[config.mk]
export PLATFORM = sky130hd
export DESIGN_NAME = mre_exec
export DESIGN_NICKNAME = d
export VERILOG_FILES = /design/src/hdl/mre_pkg.sv /design/src/hdl/mre_decode.sv /design/src/hdl/mre_exec.sv
export VERILOG_INCLUDE_DIRS = /design/src /design/src/hdl
export SDC_FILE = /design/constraint.sdc
export NUM_CORES = 1
export LEC_CHECK = 0
export ABC_AREA = 1
export BUFFER_PORTS_ARGS = -buffer_cell sky130_fd_sc_hd__buf_2
export CORE_UTILIZATION = 33
export DETAILED_ROUTE_END_ITERATION = 8
export HOLD_SLACK_MARGIN = 0.05
export PLACE_DENSITY = 0.64
export SKIP_CTS_REPAIR_TIMING = 1
export SYNTH_ARGS = -nofsm -noshare
export SYNTH_HDL_FRONTEND = slang
export SYNTH_HIERARCHICAL = 1
export SYNTH_SLANG_ARGS = --single-unit
[constraint.sdc]
create_clock -name clk_sys_i -period 1.3 [get_ports clk_sys_i]
set_clock_uncertainty 0.2 [all_clocks]
set_input_delay 0.195 -clock clk_sys_i [delete_from_list [all_inputs] [get_ports clk_sys_i]]
set_output_delay 0.195 -clock clk_sys_i [all_outputs]
set_load 0.05 [all_outputs]
[src/hdl/mre_defs.svh]
// Constants for the move and return instruction executor
// Functional notes
// - Move-register copies register to accumulator (d=0) or itself (d=1), one cycle.
// - Move-register updates the zero flag for either destination.
// - Store-accumulator writes accumulator to 7-bit addressed register, no flags, one cycle.
// - Load-literal puts 8-bit immediate in accumulator, no flags, one word, one cycle.
// - Return-from-interrupt pops stack into program counter, flags unchanged.
// - Return-from-interrupt sets global interrupt enable, bit 7 of interrupt control.
// - Return-from-interrupt is one word and two cycles.
// - Return-with-literal loads immediate to accumulator and pops stack into program counter.
// - Return-with-literal is one word, two cycles, popped entry is return address.
`ifndef MRE_DEFS_SVH
`define MRE_DEFS_SVH
`define MRE_OPC_MOVE_REG    14'h0800
`define MRE_OPC_STORE_ACC   14'h0080
`define MRE_OPC_LOAD_LIT    14'h3000
`define MRE_OPC_RET_LIT     14'h3400
`define MRE_OPC_RET_IRQ     14'h0009
`define MRE_MASK_MOVE_REG   14'h3F00
`define MRE_MASK_STORE_ACC  14'h3F80
`define MRE_MASK_LIT        14'h3C00
`define MRE_MASK_FULL       14'h3FFF
`define MRE_DEST_BIT        7
`define MRE_ADDR_MSB        6
`define MRE_LIT_MSB         7
`define MRE_IRQ_EN_BIT      7
`define MRE_ACC_RST         8'h00
`define MRE_PC_RST          13'h0000
`define MRE_IRQ_CTRL_RST    8'h00
`endif

[src/hdl/mre_pkg.sv]
// Types for the move and return instruction executor
package mre_pkg;
  typedef enum logic [2:0] {
    MRE_OP_NONE  = 3'b000,
    MRE_OP_MOVE  = 3'b001,
    MRE_OP_STORE = 3'b010,
    MRE_OP_LLIT  = 3'b011,
    MRE_OP_RIRQ  = 3'b100,
    MRE_OP_RLIT  = 3'b101
  } mre_op_e;
  typedef struct packed {
    mre_op_e    op;
    logic       dest_self;
    logic [6:0] addr;
    logic [7:0] lit;
  } mre_dec_s;
  typedef struct packed {
    logic       we;
    logic [6:0] addr;
    logic [7:0] data;
  } mre_fwr_s;
endpackage : mre_pkg

[src/hdl/mre_decode.sv]
// Instruction word decoder
`timescale 1ns/100ps
`include "mre_defs.svh"
module mre_decode (
  input  wire logic [13:0]       instr_i,
  output mre_pkg::mre_dec_s      dec_o
);
  import mre_pkg::*;
  always_comb begin
    dec_o.op        = MRE_OP_NONE;
    dec_o.dest_self = instr_i[`MRE_DEST_BIT];
    dec_o.addr      = instr_i[`MRE_ADDR_MSB:0];
    dec_o.lit       = instr_i[`MRE_LIT_MSB:0];
    if ((instr_i & `MRE_MASK_MOVE_REG) == `MRE_OPC_MOVE_REG) begin
      dec_o.op = MRE_OP_MOVE;
    end else if ((instr_i & `MRE_MASK_STORE_ACC) == `MRE_OPC_STORE_ACC) begin
      dec_o.op = MRE_OP_STORE;
    end else if ((instr_i & `MRE_MASK_LIT) == `MRE_OPC_LOAD_LIT) begin
      dec_o.op = MRE_OP_LLIT;
    end else if ((instr_i & `MRE_MASK_LIT) == `MRE_OPC_RET_LIT) begin
      dec_o.op = MRE_OP_RLIT;
    end else if ((instr_i & `MRE_MASK_FULL) == `MRE_OPC_RET_IRQ) begin
      dec_o.op = MRE_OP_RIRQ;
    end
  end
endmodule : mre_decode

[src/hdl/mre_exec.sv]
// Move and return instruction executor
`timescale 1ns/100ps
`include "mre_defs.svh"
module mre_exec (
  input  wire logic              clk_sys_i,
  input  wire logic              arst_n_i,
  input  wire logic              instr_valid_i,
  input  wire logic [13:0]       instr_i,
  input  wire logic [7:0]        freg_rdata_i,
  input  wire logic [12:0]       stack_top_i,
  input  wire logic              irq_control_we_i,
  input  wire logic [7:0]        irq_control_wdata_i,
  output logic                   instr_ready_o,
  output logic [6:0]             freg_raddr_o,
  output mre_pkg::mre_fwr_s      freg_wr_o,
  output logic                   stack_pop_o,
  output logic [12:0]            pc_o,
  output logic                   pc_load_o,
  output logic [7:0]             acc_o,
  output logic                   zero_flag_o,
  output logic [7:0]             irq_control_register_o,
  output logic                   global_irq_enable_o
);
  import mre_pkg::*;

  typedef enum logic [0:0] {
    MRE_ST_EXEC  = 1'b0,
    MRE_ST_FLUSH = 1'b1
  } mre_state_e;

  mre_dec_s   dec;
  mre_state_e state_q;
  logic       take;
  logic [7:0] acc_q;
  logic       zero_q;
  logic [7:0] irq_ctrl_q;
  logic [12:0] pc_q;
  logic       pc_load_q;
  logic       pop_q;
  mre_fwr_s   fwr_q;

  mre_decode mre_decode_inst (
    .instr_i (instr_i),
    .dec_o   (dec)
  );

  // Second cycle of a return accepts no new word
  assign instr_ready_o = (state_q == MRE_ST_EXEC);
  assign take          = instr_valid_i && instr_ready_o;
  assign freg_raddr_o  = dec.addr;

  always_ff @(posedge clk_sys_i or negedge arst_n_i) begin
    if (!arst_n_i) begin
      state_q <= MRE_ST_EXEC;
    end else begin
      case (state_q)
        MRE_ST_EXEC: begin
          if (take && (dec.op == MRE_OP_RIRQ || dec.op == MRE_OP_RLIT)) begin
            state_q <= MRE_ST_FLUSH;
          end
        end
        MRE_ST_FLUSH: state_q <= MRE_ST_EXEC;
        default:      state_q <= MRE_ST_EXEC;
      endcase
    end
  end

  always_ff @(posedge clk_sys_i or negedge arst_n_i) begin
    if (!arst_n_i) begin
      acc_q <= `MRE_ACC_RST;
    end else if (take) begin
      case (dec.op)
        MRE_OP_MOVE:  if (!dec.dest_self) acc_q <= freg_rdata_i;
        MRE_OP_LLIT:  acc_q <= dec.lit;
        MRE_OP_RLIT:  acc_q <= dec.lit;
        default:      acc_q <= acc_q;
      endcase
    end
  end

  // Only move-register touches the zero flag
  always_ff @(posedge clk_sys_i or negedge arst_n_i) begin
    if (!arst_n_i) begin
      zero_q <= 1'b0;
    end else if (take && dec.op == MRE_OP_MOVE) begin
      zero_q <= (freg_rdata_i == 8'h00);
    end
  end

  always_ff @(posedge clk_sys_i or negedge arst_n_i) begin
    if (!arst_n_i) begin
      fwr_q <= '0;
    end else begin
      fwr_q.we <= take && ((dec.op == MRE_OP_STORE) ||
                           (dec.op == MRE_OP_MOVE && dec.dest_self));
      fwr_q.addr <= dec.addr;
      fwr_q.data <= (dec.op == MRE_OP_STORE) ? acc_q : freg_rdata_i;
    end
  end

  always_ff @(posedge clk_sys_i or negedge arst_n_i) begin
    if (!arst_n_i) begin
      pc_q      <= `MRE_PC_RST;
      pc_load_q <= 1'b0;
      pop_q     <= 1'b0;
    end else begin
      pc_load_q <= 1'b0;
      pop_q     <= 1'b0;
      if (take && (dec.op == MRE_OP_RIRQ || dec.op == MRE_OP_RLIT)) begin
        pc_q      <= stack_top_i;
        pc_load_q <= 1'b1;
        pop_q     <= 1'b1;
      end
    end
  end

  // Return-from-interrupt set wins over a software write
  always_ff @(posedge clk_sys_i or negedge arst_n_i) begin
    if (!arst_n_i) begin
      irq_ctrl_q <= `MRE_IRQ_CTRL_RST;
    end else begin
      if (irq_control_we_i) begin
        irq_ctrl_q <= irq_control_wdata_i;
      end
      if (take && dec.op == MRE_OP_RIRQ) begin
        irq_ctrl_q[`MRE_IRQ_EN_BIT] <= 1'b1;
      end
    end
  end

  assign acc_o                  = acc_q;
  assign zero_flag_o            = zero_q;
  assign freg_wr_o              = fwr_q;
  assign pc_o                   = pc_q;
  assign pc_load_o              = pc_load_q;
  assign stack_pop_o            = pop_q;
  assign irq_control_register_o = irq_ctrl_q;
  assign global_irq_enable_o    = irq_ctrl_q[`MRE_IRQ_EN_BIT];

  // Destination choice, register writes and the zero flag
  AST_MOVE_W: assert property (@(posedge clk_sys_i) disable iff (!arst_n_i)
    take && dec.op == MRE_OP_MOVE && !dec.dest_self |=> acc_o == $past(freg_rdata_i))
    else $error("move to accumulator wrong");
  AST_MOVE_NOWR: assert property (@(posedge clk_sys_i) disable iff (!arst_n_i)
    take && dec.op == MRE_OP_MOVE && !dec.dest_self |=> !freg_wr_o.we)
    else $error("move to accumulator wrote a register");
  AST_MOVE_SELF: assert property (@(posedge clk_sys_i) disable iff (!arst_n_i)
    take && dec.op == MRE_OP_MOVE && dec.dest_self |=> freg_wr_o.we &&
    freg_wr_o.data == $past(freg_rdata_i) && $stable(acc_o))
    else $error("move to self wrong");
  AST_MOVE_ADDR: assert property (@(posedge clk_sys_i) disable iff (!arst_n_i)
    take && dec.op == MRE_OP_MOVE && dec.dest_self |=>
    freg_wr_o.addr == $past(dec.addr))
    else $error("move to self address wrong");
  AST_ZERO: assert property (@(posedge clk_sys_i) disable iff (!arst_n_i)
    take && dec.op == MRE_OP_MOVE |=>
    zero_flag_o == ($past(freg_rdata_i) == 8'h00))
    else $error("zero flag wrong");
  AST_ZERO_SET: assert property (@(posedge clk_sys_i) disable iff (!arst_n_i)
    take && dec.op == MRE_OP_MOVE && freg_rdata_i == 8'h00 |=> zero_flag_o)
    else $error("zero flag not set");
  AST_ZERO_CLR: assert property (@(posedge clk_sys_i) disable iff (!arst_n_i)
    take && dec.op == MRE_OP_MOVE && freg_rdata_i != 8'h00 |=> !zero_flag_o)
    else $error("zero flag not cleared");
  AST_ZERO_HOLD: assert property (@(posedge clk_sys_i) disable iff (!arst_n_i)
    !(take && dec.op == MRE_OP_MOVE) |=> $stable(zero_flag_o))
    else $error("zero flag changed");
  AST_WE_ONLY: assert property (@(posedge clk_sys_i) disable iff (!arst_n_i)
    !(take && (dec.op == MRE_OP_STORE || (dec.op == MRE_OP_MOVE && dec.dest_self)))
    |=> !freg_wr_o.we)
    else $error("unexpected register write");

  // Stores and literal loads leave the flags alone
  AST_STORE: assert property (@(posedge clk_sys_i) disable iff (!arst_n_i)
    take && dec.op == MRE_OP_STORE |=> freg_wr_o.we && freg_wr_o.data == $past(acc_o)
    && freg_wr_o.addr == $past(dec.addr))
    else $error("store wrong");
  AST_STORE_FLAGS: assert property (@(posedge clk_sys_i) disable iff (!arst_n_i)
    take && dec.op == MRE_OP_STORE |=> $stable(zero_flag_o) && $stable(acc_o))
    else $error("store changed flags or accumulator");
  AST_LLIT: assert property (@(posedge clk_sys_i) disable iff (!arst_n_i)
    take && dec.op == MRE_OP_LLIT |=> acc_o == $past(instr_i[`MRE_LIT_MSB:0]) &&
    instr_ready_o)
    else $error("load literal wrong");
  AST_LLIT_FLAGS: assert property (@(posedge clk_sys_i) disable iff (!arst_n_i)
    take && dec.op == MRE_OP_LLIT |=> $stable(zero_flag_o) && !freg_wr_o.we)
    else $error("load literal changed flags");

  // Returns: stack pop, program counter and the enable bit
  AST_RIRQ: assert property (@(posedge clk_sys_i) disable iff (!arst_n_i)
    take && dec.op == MRE_OP_RIRQ |=> pc_load_o && stack_pop_o &&
    pc_o == $past(stack_top_i) && $stable(zero_flag_o) && $stable(acc_o))
    else $error("return from interrupt wrong");
  AST_IRQ_EN: assert property (@(posedge clk_sys_i) disable iff (!arst_n_i)
    take && dec.op == MRE_OP_RIRQ |=> irq_control_register_o[`MRE_IRQ_EN_BIT] &&
    global_irq_enable_o)
    else $error("interrupt enable not set");
  AST_IRQ_WR: assert property (@(posedge clk_sys_i) disable iff (!arst_n_i)
    irq_control_we_i && !(take && dec.op == MRE_OP_RIRQ) |=>
    irq_control_register_o == $past(irq_control_wdata_i))
    else $error("interrupt control write lost");
  AST_IRQ_HOLD: assert property (@(posedge clk_sys_i) disable iff (!arst_n_i)
    !irq_control_we_i && !(take && dec.op == MRE_OP_RIRQ) |=>
    $stable(irq_control_register_o))
    else $error("interrupt control changed");
  AST_RLIT: assert property (@(posedge clk_sys_i) disable iff (!arst_n_i)
    take && dec.op == MRE_OP_RLIT |=> acc_o == $past(instr_i[`MRE_LIT_MSB:0]) &&
    pc_o == $past(stack_top_i) && $stable(zero_flag_o))
    else $error("return with literal wrong");
  AST_RLIT_POP: assert property (@(posedge clk_sys_i) disable iff (!arst_n_i)
    take && dec.op == MRE_OP_RLIT |=> pc_load_o && stack_pop_o)
    else $error("return with literal did not pop");
  AST_POP_ONLY: assert property (@(posedge clk_sys_i) disable iff (!arst_n_i)
    !(take && (dec.op == MRE_OP_RIRQ || dec.op == MRE_OP_RLIT)) |=> !stack_pop_o &&
    !pc_load_o && $stable(pc_o))
    else $error("unexpected stack pop");

  // Two-cycle returns take no word in their second cycle
  AST_RIRQ_2CYC: assert property (@(posedge clk_sys_i) disable iff (!arst_n_i)
    take && dec.op == MRE_OP_RIRQ |=> !instr_ready_o ##1 instr_ready_o)
    else $error("return from interrupt not two cycles");
  AST_RLIT_2CYC: assert property (@(posedge clk_sys_i) disable iff (!arst_n_i)
    take && dec.op == MRE_OP_RLIT |=> !instr_ready_o ##1 instr_ready_o)
    else $error("return with literal not two cycles");
  AST_FLUSH_IDLE: assert property (@(posedge clk_sys_i) disable iff (!arst_n_i)
    !instr_ready_o |=> $stable(acc_o) && $stable(zero_flag_o) && !freg_wr_o.we)
    else $error("word taken in second return cycle");
endmodule : mre_exec

==> results of run 1 <==
## state kept, by name (all words and copies together) (netlist names)
signal,count
state_q,1
pc_o,13
zero_flag_o,1
stack_pop_o,1
irq_control_register_o,8
acc_o,8
freg_wr_o,16
## power groups by stage
stage | Clock (mW) | Combinational [mW] | Sequential, mW
detailed placement | 0 | 1.51 | 1.84
global route | 1.17 | 1.98 | 1.87
finish | 1.08 | 1.89 | 1.85
CTS | 1.12 | 1.51 | 1.82
global placement | 0 | 1.50 | 1.84
floorplan | 0 | 0.361 | 2.57
## cell families (layout without fill, tap and decap cells)
| kind of cell | after synthesis | count (layout) | share of synthesized area, % |
|---|---|---|---|
| AO/OA/AOI/OAI | 13 | 13 | 3.132 |
| buffers and inverters | 41 | 195 | 10.73 |
| flip-flops | 48 | 48 | 55.68 |
| multiplexers | 8 | 8 | 4.119 |
| AND/OR/NAND/NOR | 133 | 135 | 26.33 |
## cell type report
type / instances / area, um2
clock buffers: 5 / 68.82
clock inverters: 3 / 42.54
fillers: 547 / 2565
flip-flops and latches: 48 / 1201
repair buffers: 168 / 1373
multi-input cells: 156 / 887.1
inverters: 19 / 80.08
well taps: 77 / 96.34
## worst max-delay path: stages, from the launching register on
cell        delay [ns]
dfrtp_1           0.38
clkinvlp_4        0.09
buf_4             0.13
buf_6             0.14
## routing by layer
metal | up-vias | wire length (um)
met4 | 0 | 42
li1 | 1055 | -
met5 | - | 0
met3 | 4 | 339
met2 | 85 | 3163
met1 | 979 | 2652
## cell usage in the layout, fill, tap and decap left out, drive strengths merged
cell,Yosys,routed
a21oi,10,10
buf,22,129
bufinv,0,1
clkbuf,0,7
clkinv,0,1
clkinvlp,0,2
dfrtp,48,48
dlygate4sd3,0,37
inv,19,18
mux2,7,7
mux2i,1,1
nand2,94,94
nand3,14,16
nand4,4,4
nor2,20,20
nor3,1,1
o21ai,2,2
o31ai,1,1
## final timing paths
check                           slack [ns]  depth (start not counted)                               endpoint                 start
worst max-delay path                 -0.13                          3                          instr_ready_o     state_q$_DFF_PN0_
max in group asynchronous             0.45                          3  irq_control_register_o[5]$_DFFE_PN0P_              arst_n_i
worst max register to register       -0.05                          8                   pc_o[10]$_DFFE_PN0P_     state_q$_DFF_PN0_
worst min-delay path                  0.04                          5                   acc_o[1]$_DFFE_PN0P_       freg_rdata_i[1]
min in group asynchronous             0.22                          3                 freg_wr_o[2]$_DFF_PN0_              arst_n_i
worst min register to register        0.29                          2                   pc_o[10]$_DFFE_PN0P_  pc_o[10]$_DFFE_PN0P_
## metrics by stage
stage               TNS (ns)  hold WS (ns)  cells  setup WS (ns)
floorplan             -4.723       -0.3006    243        -0.2364
global placement      -10.46      0.001220    423        -0.4092
detailed placement    -11.35      0.006111    423        -0.4749
CTS                   -2.834       -0.3327    431        -0.2414
global route          -3.303       0.06693    476        -0.1791
finish                -1.027       0.03636    476        -0.1287
==> metrics.txt, run 1 <==
Pwr Total 4.809 mW; power share of the combinational group 39.2%; synthesized area per cell 8.877 um2; CTS Buffer Depth 2; WL per Instance 13.02 um; fmax 0.6999 GHz; final hold vios 0; Starting Density 34.17%; Final period util 109.9%; initial antenna violation count 0; grt total ovfl 0; later-pin clock latency in the skew report 0.29 ns; # DRC 0; hpwl dp 3.687 mm; Root Buffer clkbuf_8; port bufs 103; Crit Path Category reg2out; Routed Antenna Nets 0; final core occ 59.37%; met2 GRT Util 23.85%; Die X 82.85 um; Mapped Area 0.002157 mm2; # rows 29; Mapped Cells 243; Seq cells post-synth 48; Pint 2.964 mW; crit path launch type register; full die area 0.006864 mm2; clk sinks 48; Final Wtd Congestion 0.8447; all-layer global routing usage 14.80%; Async SR Flop Fraction 100.0%; Mapped Nets 290; clock-pin slew on the worst setup and hold paths 0.09 ns; Avg Vias per Cell 4.460; largest net degree at the start of global routing 49; Clock Power Share 22.4%; Max Slew Vio Count 0; area delta synth->final 73.78%; max-cap violations 0; Worst setup EP type output pin; IO Pins 104; Yosys top cell area share 55.68%; failing checks negative setup slack; Cell Pwr Density 1283 mW/mm2; Slew headroom 82.66%; sequential fraction of design power 38.4%; clock period minus worst slack 1.429 ns; vias after detailed routing 2,123; most common cell in the netlist nand2_1; TritonCTS clock tree yes; fin nets 445; final wirelength 6.198 mm; drt pass-1 iters 4; crit path DAT 1.03 ns; ys flop type dfrtp_1; n_diodes 0; Die Y 82.85 um; core area 0.006314 mm2; unrepaired setup endpoints after global routing true; met1 Track Usage GR 19.54%; top cells by count, synth nand2_1, dfrtp_1, buf_4; 1st-iter DRT viols 70; synth unique cells 21; met3 Use GR 4.076%; Final WS setup -0.1287 ns; worst-margin pin slew 0.2601 ns; CTS H-tree lvls 2; TritonCTS Buffers 5; top cells by area, synth dfrtp_1, nand2_1, buf_4, mux2_2, nand3_1; sequential-to-total area share from yosys stat 55.68%; Hold Crit Class in2reg; Critical Path RT 0.90 ns; Post-DP Area 0.002878 mm2; Warnings, synthesis 6; vias in the first global route 1,766; VDD IR max 0.7359 mV; Top Usage Layer GRT met2; Pleak 1.939 nW; first-pass GRT wire length 8.211 mm; share of layout cells above drive strength 1 47.37%; status finished, violations left; Finished Cell Area 0.003749 mm2; EDFF count, synth 0; final setup violation count 24; Psw 1.845 mW; CP Max Fanout 2; largest area contributor in the netlist dfrtp_1; Sw Share 38.37%
Power figures use the tool's default switching activity.
==> inputs of run 2 (changes only) <==
==> constraint.sdc (replaced) <==
create_clock -name clk_sys_i -period 1.3 [get_ports clk_sys_i]
set_clock_uncertainty 0.2 [all_clocks]
set_input_delay 0.26 -clock clk_sys_i [delete_from_list [all_inputs] [get_ports clk_sys_i]]
set_output_delay 0.26 -clock clk_sys_i [all_outputs]
set_load 0.05 [all_outputs]
==> run 2 against run 1 <==
The flow still finishes with violations (negative setup slack). Clock-buffer cell count increased by 1. Clock power down 22%. Worst hold slack gained 0.011 ns. Sequential share of layout area is 1.1 points lower. Final area rose by 3.9%. Sequential power hardly changed. Highest routed layer unchanged. Largest cell class unchanged. Die area did not move. First-iteration DRC count is 7.1% higher. Largest power group unchanged. Critical endpoint is now freg_wr_o[0]$_DFF_PN0_.
==> metrics.txt, run 2 (synthesis gave the netlist of run 1 again) <==
VDD IR max 0.8141 mV (was 0.7359 mV); final setup violation count 66 (was 24); Final WS setup -0.1562 ns (was -0.1287 ns); hpwl dp 3.937 mm (was 3.687 mm); Hold Crit Start freg_rdata_i[4] (was freg_rdata_i[1]); Finished Cell Area 0.003896 mm2 (was 0.003749 mm2); n_diodes 0 (unchanged); grt total ovfl 0 (unchanged); max-cap violations 0 (unchanged); core area 0.006314 mm2 (unchanged); Die X 82.85 um (unchanged); Multi-input gate area 925.9 um2 (was 887.1 um2); Max Slew Vio Count 0 (unchanged); Post-DP Area 0.002898 mm2 (was 0.002878 mm2); Largest register FFs 16 (unchanged); Root Buffer clkbuf_8 (unchanged); TritonCTS clock tree yes (unchanged); # DRC 0 (unchanged); fmax 0.6867 GHz (was 0.6999 GHz); drt pass-1 iters 5 (was 4); Avg Vias per Cell 4.571 (was 4.460); 1st-iter DRT viols 75 (was 70); first-pass GRT wire length 8.473 mm (was 8.211 mm); unrepaired setup endpoints after global routing true (unchanged); clock period minus worst slack 1.456 ns (was 1.429 ns); clock-pin slew on the worst setup and hold paths 0.08 ns (was 0.09 ns); Final Wtd Congestion 0.8685 (was 0.8447); full die area 0.006864 mm2 (unchanged); vias after detailed routing 2,194 (was 2,123); commonest non-fill, non-tap cell in the layout nand2_1 (unchanged); final wirelength 6.178 mm (was 6.198 mm); Routed Antenna Nets 0 (unchanged); Cell Pwr Density 1211 mW/mm2 (was 1283 mW/mm2); vias in the first global route 1,893 (was 1,766); Starting Density 34.17% (unchanged); leading cell types in the layout, fill and taps excluded nand2_1, buf_6, buf_2, dfrtp_1, dlygate4sd3_1 (was nand2_1, buf_2, dfrtp_1, buf_4, dlygate4sd3_1); CTS H-tree lvls 2 (unchanged); Pwr Total 4.720 mW (was 4.809 mW); Min-Delay Path Depth 3 (was 5); origin of the worst setup path instr_i[9] (was state_q$_DFF_PN0_); status finished, violations left (unchanged); Register-to-Register Path Depth 7 (was 8); port bufs 103 (unchanged); later-pin clock latency in the skew report 0.29 ns (about the same); area delta synth->final 80.63% (was 73.78%); Critical Path RT 1.32 ns (was 0.90 ns); CP Max Fanout 5 (was 2); Worst setup EP type register (was output pin); final hold vios 0 (unchanged); # rows 29 (unchanged); initial antenna violation count 0 (unchanged); IO Pins 104 (unchanged); Filler cells 527 (was 547); all-layer global routing usage 15.35% (was 14.80%); Worst R2R Start state_q$_DFF_PN0_ (unchanged); clk sinks 48 (unchanged); crit path DAT 1.48 ns (was 1.03 ns); fin nets 450 (was 445); Pleak 1.983 nW (was 1.939 nW); Final period util 112.0% (was 109.9%); CTS Buffer Depth 2 (unchanged); worst-margin pin slew 0.3341 ns (was 0.2601 ns); failing checks negative setup slack (unchanged); crit path launch type input pin (was register); Reg area 0.001206 mm2 (was 0.001201 mm2); largest net degree at the start of global routing 22 (was 49); WL per Instance 12.87 um (was 13.02 um); Die Y 82.85 um (unchanged); Crit Path Category in2reg (was reg2out); Slew headroom 77.73% (was 82.66%); share of layout cells above drive strength 1 49.88% (was 47.37%); TritonCTS Buffers 5 (unchanged); Hold Crit Class in2reg (unchanged)
run 2: cell types whose count changed in the layout (fill, tap and decap cells not counted), moves of 3 or more:
| cell | before | now |
|---|---|---|
| buf_6 | 29 | 53 |
| nor2_2 | 8 | 5 |
| nor2_4 | 4 | 8 |
| dfrtp_2 | 0 | 4 |
| dlygate4sd3_1 | 37 | 34 |
| dfrtp_1 | 48 | 44 |
| buf_4 | 48 | 32 |
run 2: worst paths after layout:
path | to | slack, ns
setup / recovery | freg_wr_o[0]$_DFF_PN0_ | -0.16
hold / removal | freg_wr_o[4]$_DFF_PN0_ | 0.05
setup reg to reg | pc_o[7]$_DFFE_PN0P_ | -0.05
hold reg to reg | pc_o[6]$_DFFE_PN0P_ | 0.31
max in group asynchronous | stack_pop_o$_DFF_PN0_ | 0.29
min in group asynchronous | freg_wr_o[3]$_DFF_PN0_ | 0.18
run 2: routing by layer:
layer	wire length, um	GRT usage [%]	share of wire, %
met1	2513	19.74	41
met5	0	0	0
met3	356	3.777	5.8
met2	3217	25.63	52
met4	90	4.545	1.5
run 2: area by class of cell:
| cell class | count | area share, % |
|---|---|---|
| multi-input combinational | 156 | 23.76 |
| clock buffer | 6 | 1.863 |
| inverter | 19 | 2.248 |
| sequential | 48 | 30.96 |
| timing repair buffer | 173 | 38.57 |
| clock inverter | 1 | 0.1285 |
| tap | 77 | 2.473 |
run 2: power by group:
| part | leakage (nW) | internal [mW] | switching (mW) | total, mW |
|---|---|---|---|---|
| logic | 1.36 | 0.792 | 1.21 | 2.00 |
| clock network | 0.0410 | 0.367 | 0.474 | 0.840 |
| registers | 0.585 | 1.70 | 0.177 | 1.88 |
| total | 1.98 | 2.86 | 1.86 | 4.72 |
run 2: worst max-delay path: stages:
cell	delay, ns
buf_6	0.09
nor2_4	0.11
nand2_2	0.09
nor2_2	0.12
nand2_2	0.07
nand2_4	0.10
inv_4	0.05
buf_4	0.13
buf_6	0.13
nand3_4	0.14
nor2_2	0.06
a21oi_2	0.12
run 2: through the flow:
step	hold WS [ns]	instances	setup slack, ns	TNS, ns	util (%)
after floorplan	-0.2356	243	-0.2350	-5.656	-
final	0.04775	480	-0.1562	-4.156	61.71
after global routing	0.03770	480	-0.2683	-9.081	61.71
after CTS	-0.3491	431	-0.2215	-6.526	47.13
after detailed placement	-0.02085	424	-0.4649	-13.10	45.90
after global placement	-0.02335	424	-0.4167	-12.08	45.90
==> inputs of run 3 (changes only) <==
--- a/config.mk
+++ b/config.mk
@@ -11,7 +11,7 @@
 export CORE_UTILIZATION = 33
 export DETAILED_ROUTE_END_ITERATION = 8
 export HOLD_SLACK_MARGIN = 0.05
-export PLACE_DENSITY = 0.64
+export PLACE_DENSITY = 0.6
 export SKIP_CTS_REPAIR_TIMING = 1
 export SYNTH_ARGS = -nofsm -noshare
 export SYNTH_HDL_FRONTEND = slang
==> run 3 against run 2 <==
The run still ends with negative setup slack left. Wire length decreased by 6.4%. Largest cell class unchanged. Cell count fell by 1.5%. Final area decreased by 2.2%. Core utilization is 1.4 points lower. Critical path type unchanged. Sequential share of layout area rose by 0.65 points.
==> metrics.txt, run 3 (synthesis gave the netlist of run 1 again) <==
status finished, violations left (unchanged); Cell Pwr Density 1297 mW/mm2 (was 1211 mW/mm2); Worst R2R Start state_q$_DFF_PN0_ (unchanged); final setup violation count 67 (was 66); WL per Instance 12.23 um (was 12.87 um); Reg2Reg Capture Point acc_o[2]$_DFFE_PN0P_ (was pc_o[7]$_DFFE_PN0P_); largest net degree at the start of global routing 21 (was 22); # DRC 0 (unchanged); Final Wtd Congestion 0.8677 (was 0.8685); final wirelength 5.783 mm (was 6.178 mm); full die area 0.006864 mm2 (unchanged); Place WS -0.4630 ns (was -0.4649 ns); dpl cells 424 (unchanged); CTS H-tree lvls 2 (unchanged); CTS Buffer Depth 2 (unchanged); Die Y 82.85 um (unchanged); Register-to-Register Path Depth 6 (was 7); drt pass-1 iters 4 (was 5); clk sinks 48 (unchanged); hpwl dp 3.967 mm (was 3.937 mm); vias in the first global route 1,921 (was 1,893); VDD IR max 0.7889 mV (was 0.8141 mV); Reg area 0.001204 mm2 (was 0.001206 mm2); Slew headroom 78.37% (was 77.73%); Avg Vias per Cell 4.389 (was 4.571); leading cell types in the layout, fill and taps excluded nand2_1, buf_6, buf_2, dfrtp_1, dlygate4sd3_1 (unchanged); crit-path cells buf_2 -> nor2_4 -> inv_1 -> nor2_4 -> nand2_2 -> nand2_4 -> inv_4 -> nand4_1 -> nand2_2 -> nor2_4 -> nand2_1 -> nand2_1 (was buf_6 -> nor2_4 -> nand2_2 -> nor2_2 -> nand2_2 -> nand2_4 -> inv_4 -> buf_4 -> buf_6 -> nand3_4 -> nor2_2 -> a21oi_2); Final WS setup -0.1740 ns (was -0.1562 ns); n_diodes 0 (unchanged); Pleak 1.982 nW (was 1.983 nW); Routed Antenna Nets 0 (unchanged); IO Pins 104 (unchanged); worst-margin pin slew 0.3245 ns (was 0.3341 ns); crit path DAT 1.52 ns (was 1.48 ns); fin nets 442 (was 450); clock-pin slew on the worst setup and hold paths 0.09 ns (was 0.08 ns); Min-Delay Path Depth 3 (unchanged); 1st-iter DRT viols 74 (was 75); grt total ovfl 0 (unchanged); Critical Path RT 1.35 ns (was 1.32 ns); first-pass GRT wire length 8.694 mm (was 8.473 mm); Filler cells 543 (was 527); initial antenna violation count 0 (unchanged); fmax 0.6784 GHz (was 0.6867 GHz); FF-to-FF setup slack -0.03 ns (was -0.05 ns); Post-DP Area 0.002898 mm2 (unchanged); Largest register FFs 16 (unchanged); share of layout cells above drive strength 1 46.97% (was 49.88%); Multi-input gate area 852.1 um2 (was 925.9 um2); hold_ws 0.02676 ns (was 0.04775 ns); CP Buf/Inv Count 3 (was 4); port bufs 103 (unchanged); commonest non-fill, non-tap cell in the layout nand2_1 (unchanged); Hold Crit Start freg_rdata_i[3] (was freg_rdata_i[4]); TritonCTS clock tree yes (unchanged); Root Buffer clkbuf_8 (unchanged); hold path endpoint freg_wr_o[3]$_DFF_PN0_ (was freg_wr_o[4]$_DFF_PN0_); all-layer global routing usage 15.49% (was 15.35%); Die X 82.85 um (unchanged); failing checks negative setup slack (unchanged); Max Slew Vio Count 0 (unchanged); area delta synth->final 76.57% (was 80.63%); TritonCTS Buffers 5 (unchanged); # rows 29 (unchanged); max incr delay on CP 0.19 ns (was 0.14 ns); origin of the worst setup path instr_i[12] (was instr_i[9]); final core occ 60.32% (was 61.71%); CP Max Fanout 8 (was 5); Final period util 113.4% (was 112.0%); final cell count without fillers 473 (was 480); CP dominant cell by count nor2_4; CP max stage cell nor2_4 (was nand3_4); core area 0.006314 mm2 (unchanged); crit path launch type input pin (unchanged); Worst setup EP type register (unchanged); Starting Density 34.17% (unchanged); Hold Crit Class in2reg (unchanged); max-cap violations 0 (unchanged); later-pin clock latency in the skew report 0.29 ns (about the same); clock period minus worst slack 1.474 ns (was 1.456 ns); Finished Cell Area 0.003809 mm2 (was 0.003896 mm2); unrepaired setup endpoints after global routing true (unchanged); Crit Path Category in2reg (unchanged); cell family with the largest share of critical-path delay simple AND/OR/NAND/NOR gates (unchanged); final hold vios 0 (unchanged); vias after detailed routing 2,076 (was 2,194)
run 3: cell types whose count changed in the layout (fill, tap and decap cells not counted), sizes merged:
cell	before	now
nand3	16	14
buf	139	135
bufinv	0	1
dlygate4sd3	34	32
run 3: stage by stage:
step                      setup TNS (ns)  power [mW]
final                             -3.303       4.939
after global routing              -8.034       5.175
after CTS                         -6.658       4.522
after detailed placement          -12.92       3.361
after global placement            -12.15       3.340
after floorplan                   -5.656       2.931
run 3: worst reg2reg max path, cell delays in order (launching register included):
cell,delay (ns)
dfrtp_1,0.40
clkinvlp_4,0.10
nand2_4,0.07
buf_4,0.15
nor2_4,0.20
nand2_1,0.10
nand2_1,0.07
run 3: cell type report:
cell class | count | share of cell area [%]
Timing Repair Buffer | 167 | 38.14
Sequential cell | 48 | 31.60
Clock buffer | 6 | 2.168
Tap cell | 77 | 2.530
Inverter | 19 | 2.168
Multi-Input combinational cell | 154 | 22.37
Clock inverter | 2 | 1.018
run 3: worst max path at each step:
stage	to	slack [ns]	depth (start not counted)
5_1_grt	acc_o[7]$_DFFE_PN0P_	-0.28	12
3_3_place_gp	acc_o[5]$_DFFE_PN0P_	-0.42	10
4_1_cts	instr_ready_o	-0.23	2
2_1_floorplan	pc_o[10]$_DFFE_PN0P_	-0.23	8
6_report	acc_o[2]$_DFFE_PN0P_	-0.17	12
3_5_place_dp	acc_o[1]$_DFFE_PN0P_	-0.46	10
run 3: power by group:
part / internal, mW / switching (mW) / total, mW
Clock: 0.629 / 0.504 / 1.13
Combinational: 0.755 / 1.18 / 1.93
Sequential: 1.70 / 0.174 / 1.87
Total: 3.08 / 1.86 / 4.94
run 3: layer usage:
layer  part of all wire [%]  global-route usage (%)  up-vias
met5                      0                       0        -
met4                    1.5                   4.545        0
met3                    5.6                   3.579       10
met2                     50                   25.19       84
met1                     43                   20.67      936
li1                       -                       -     1046
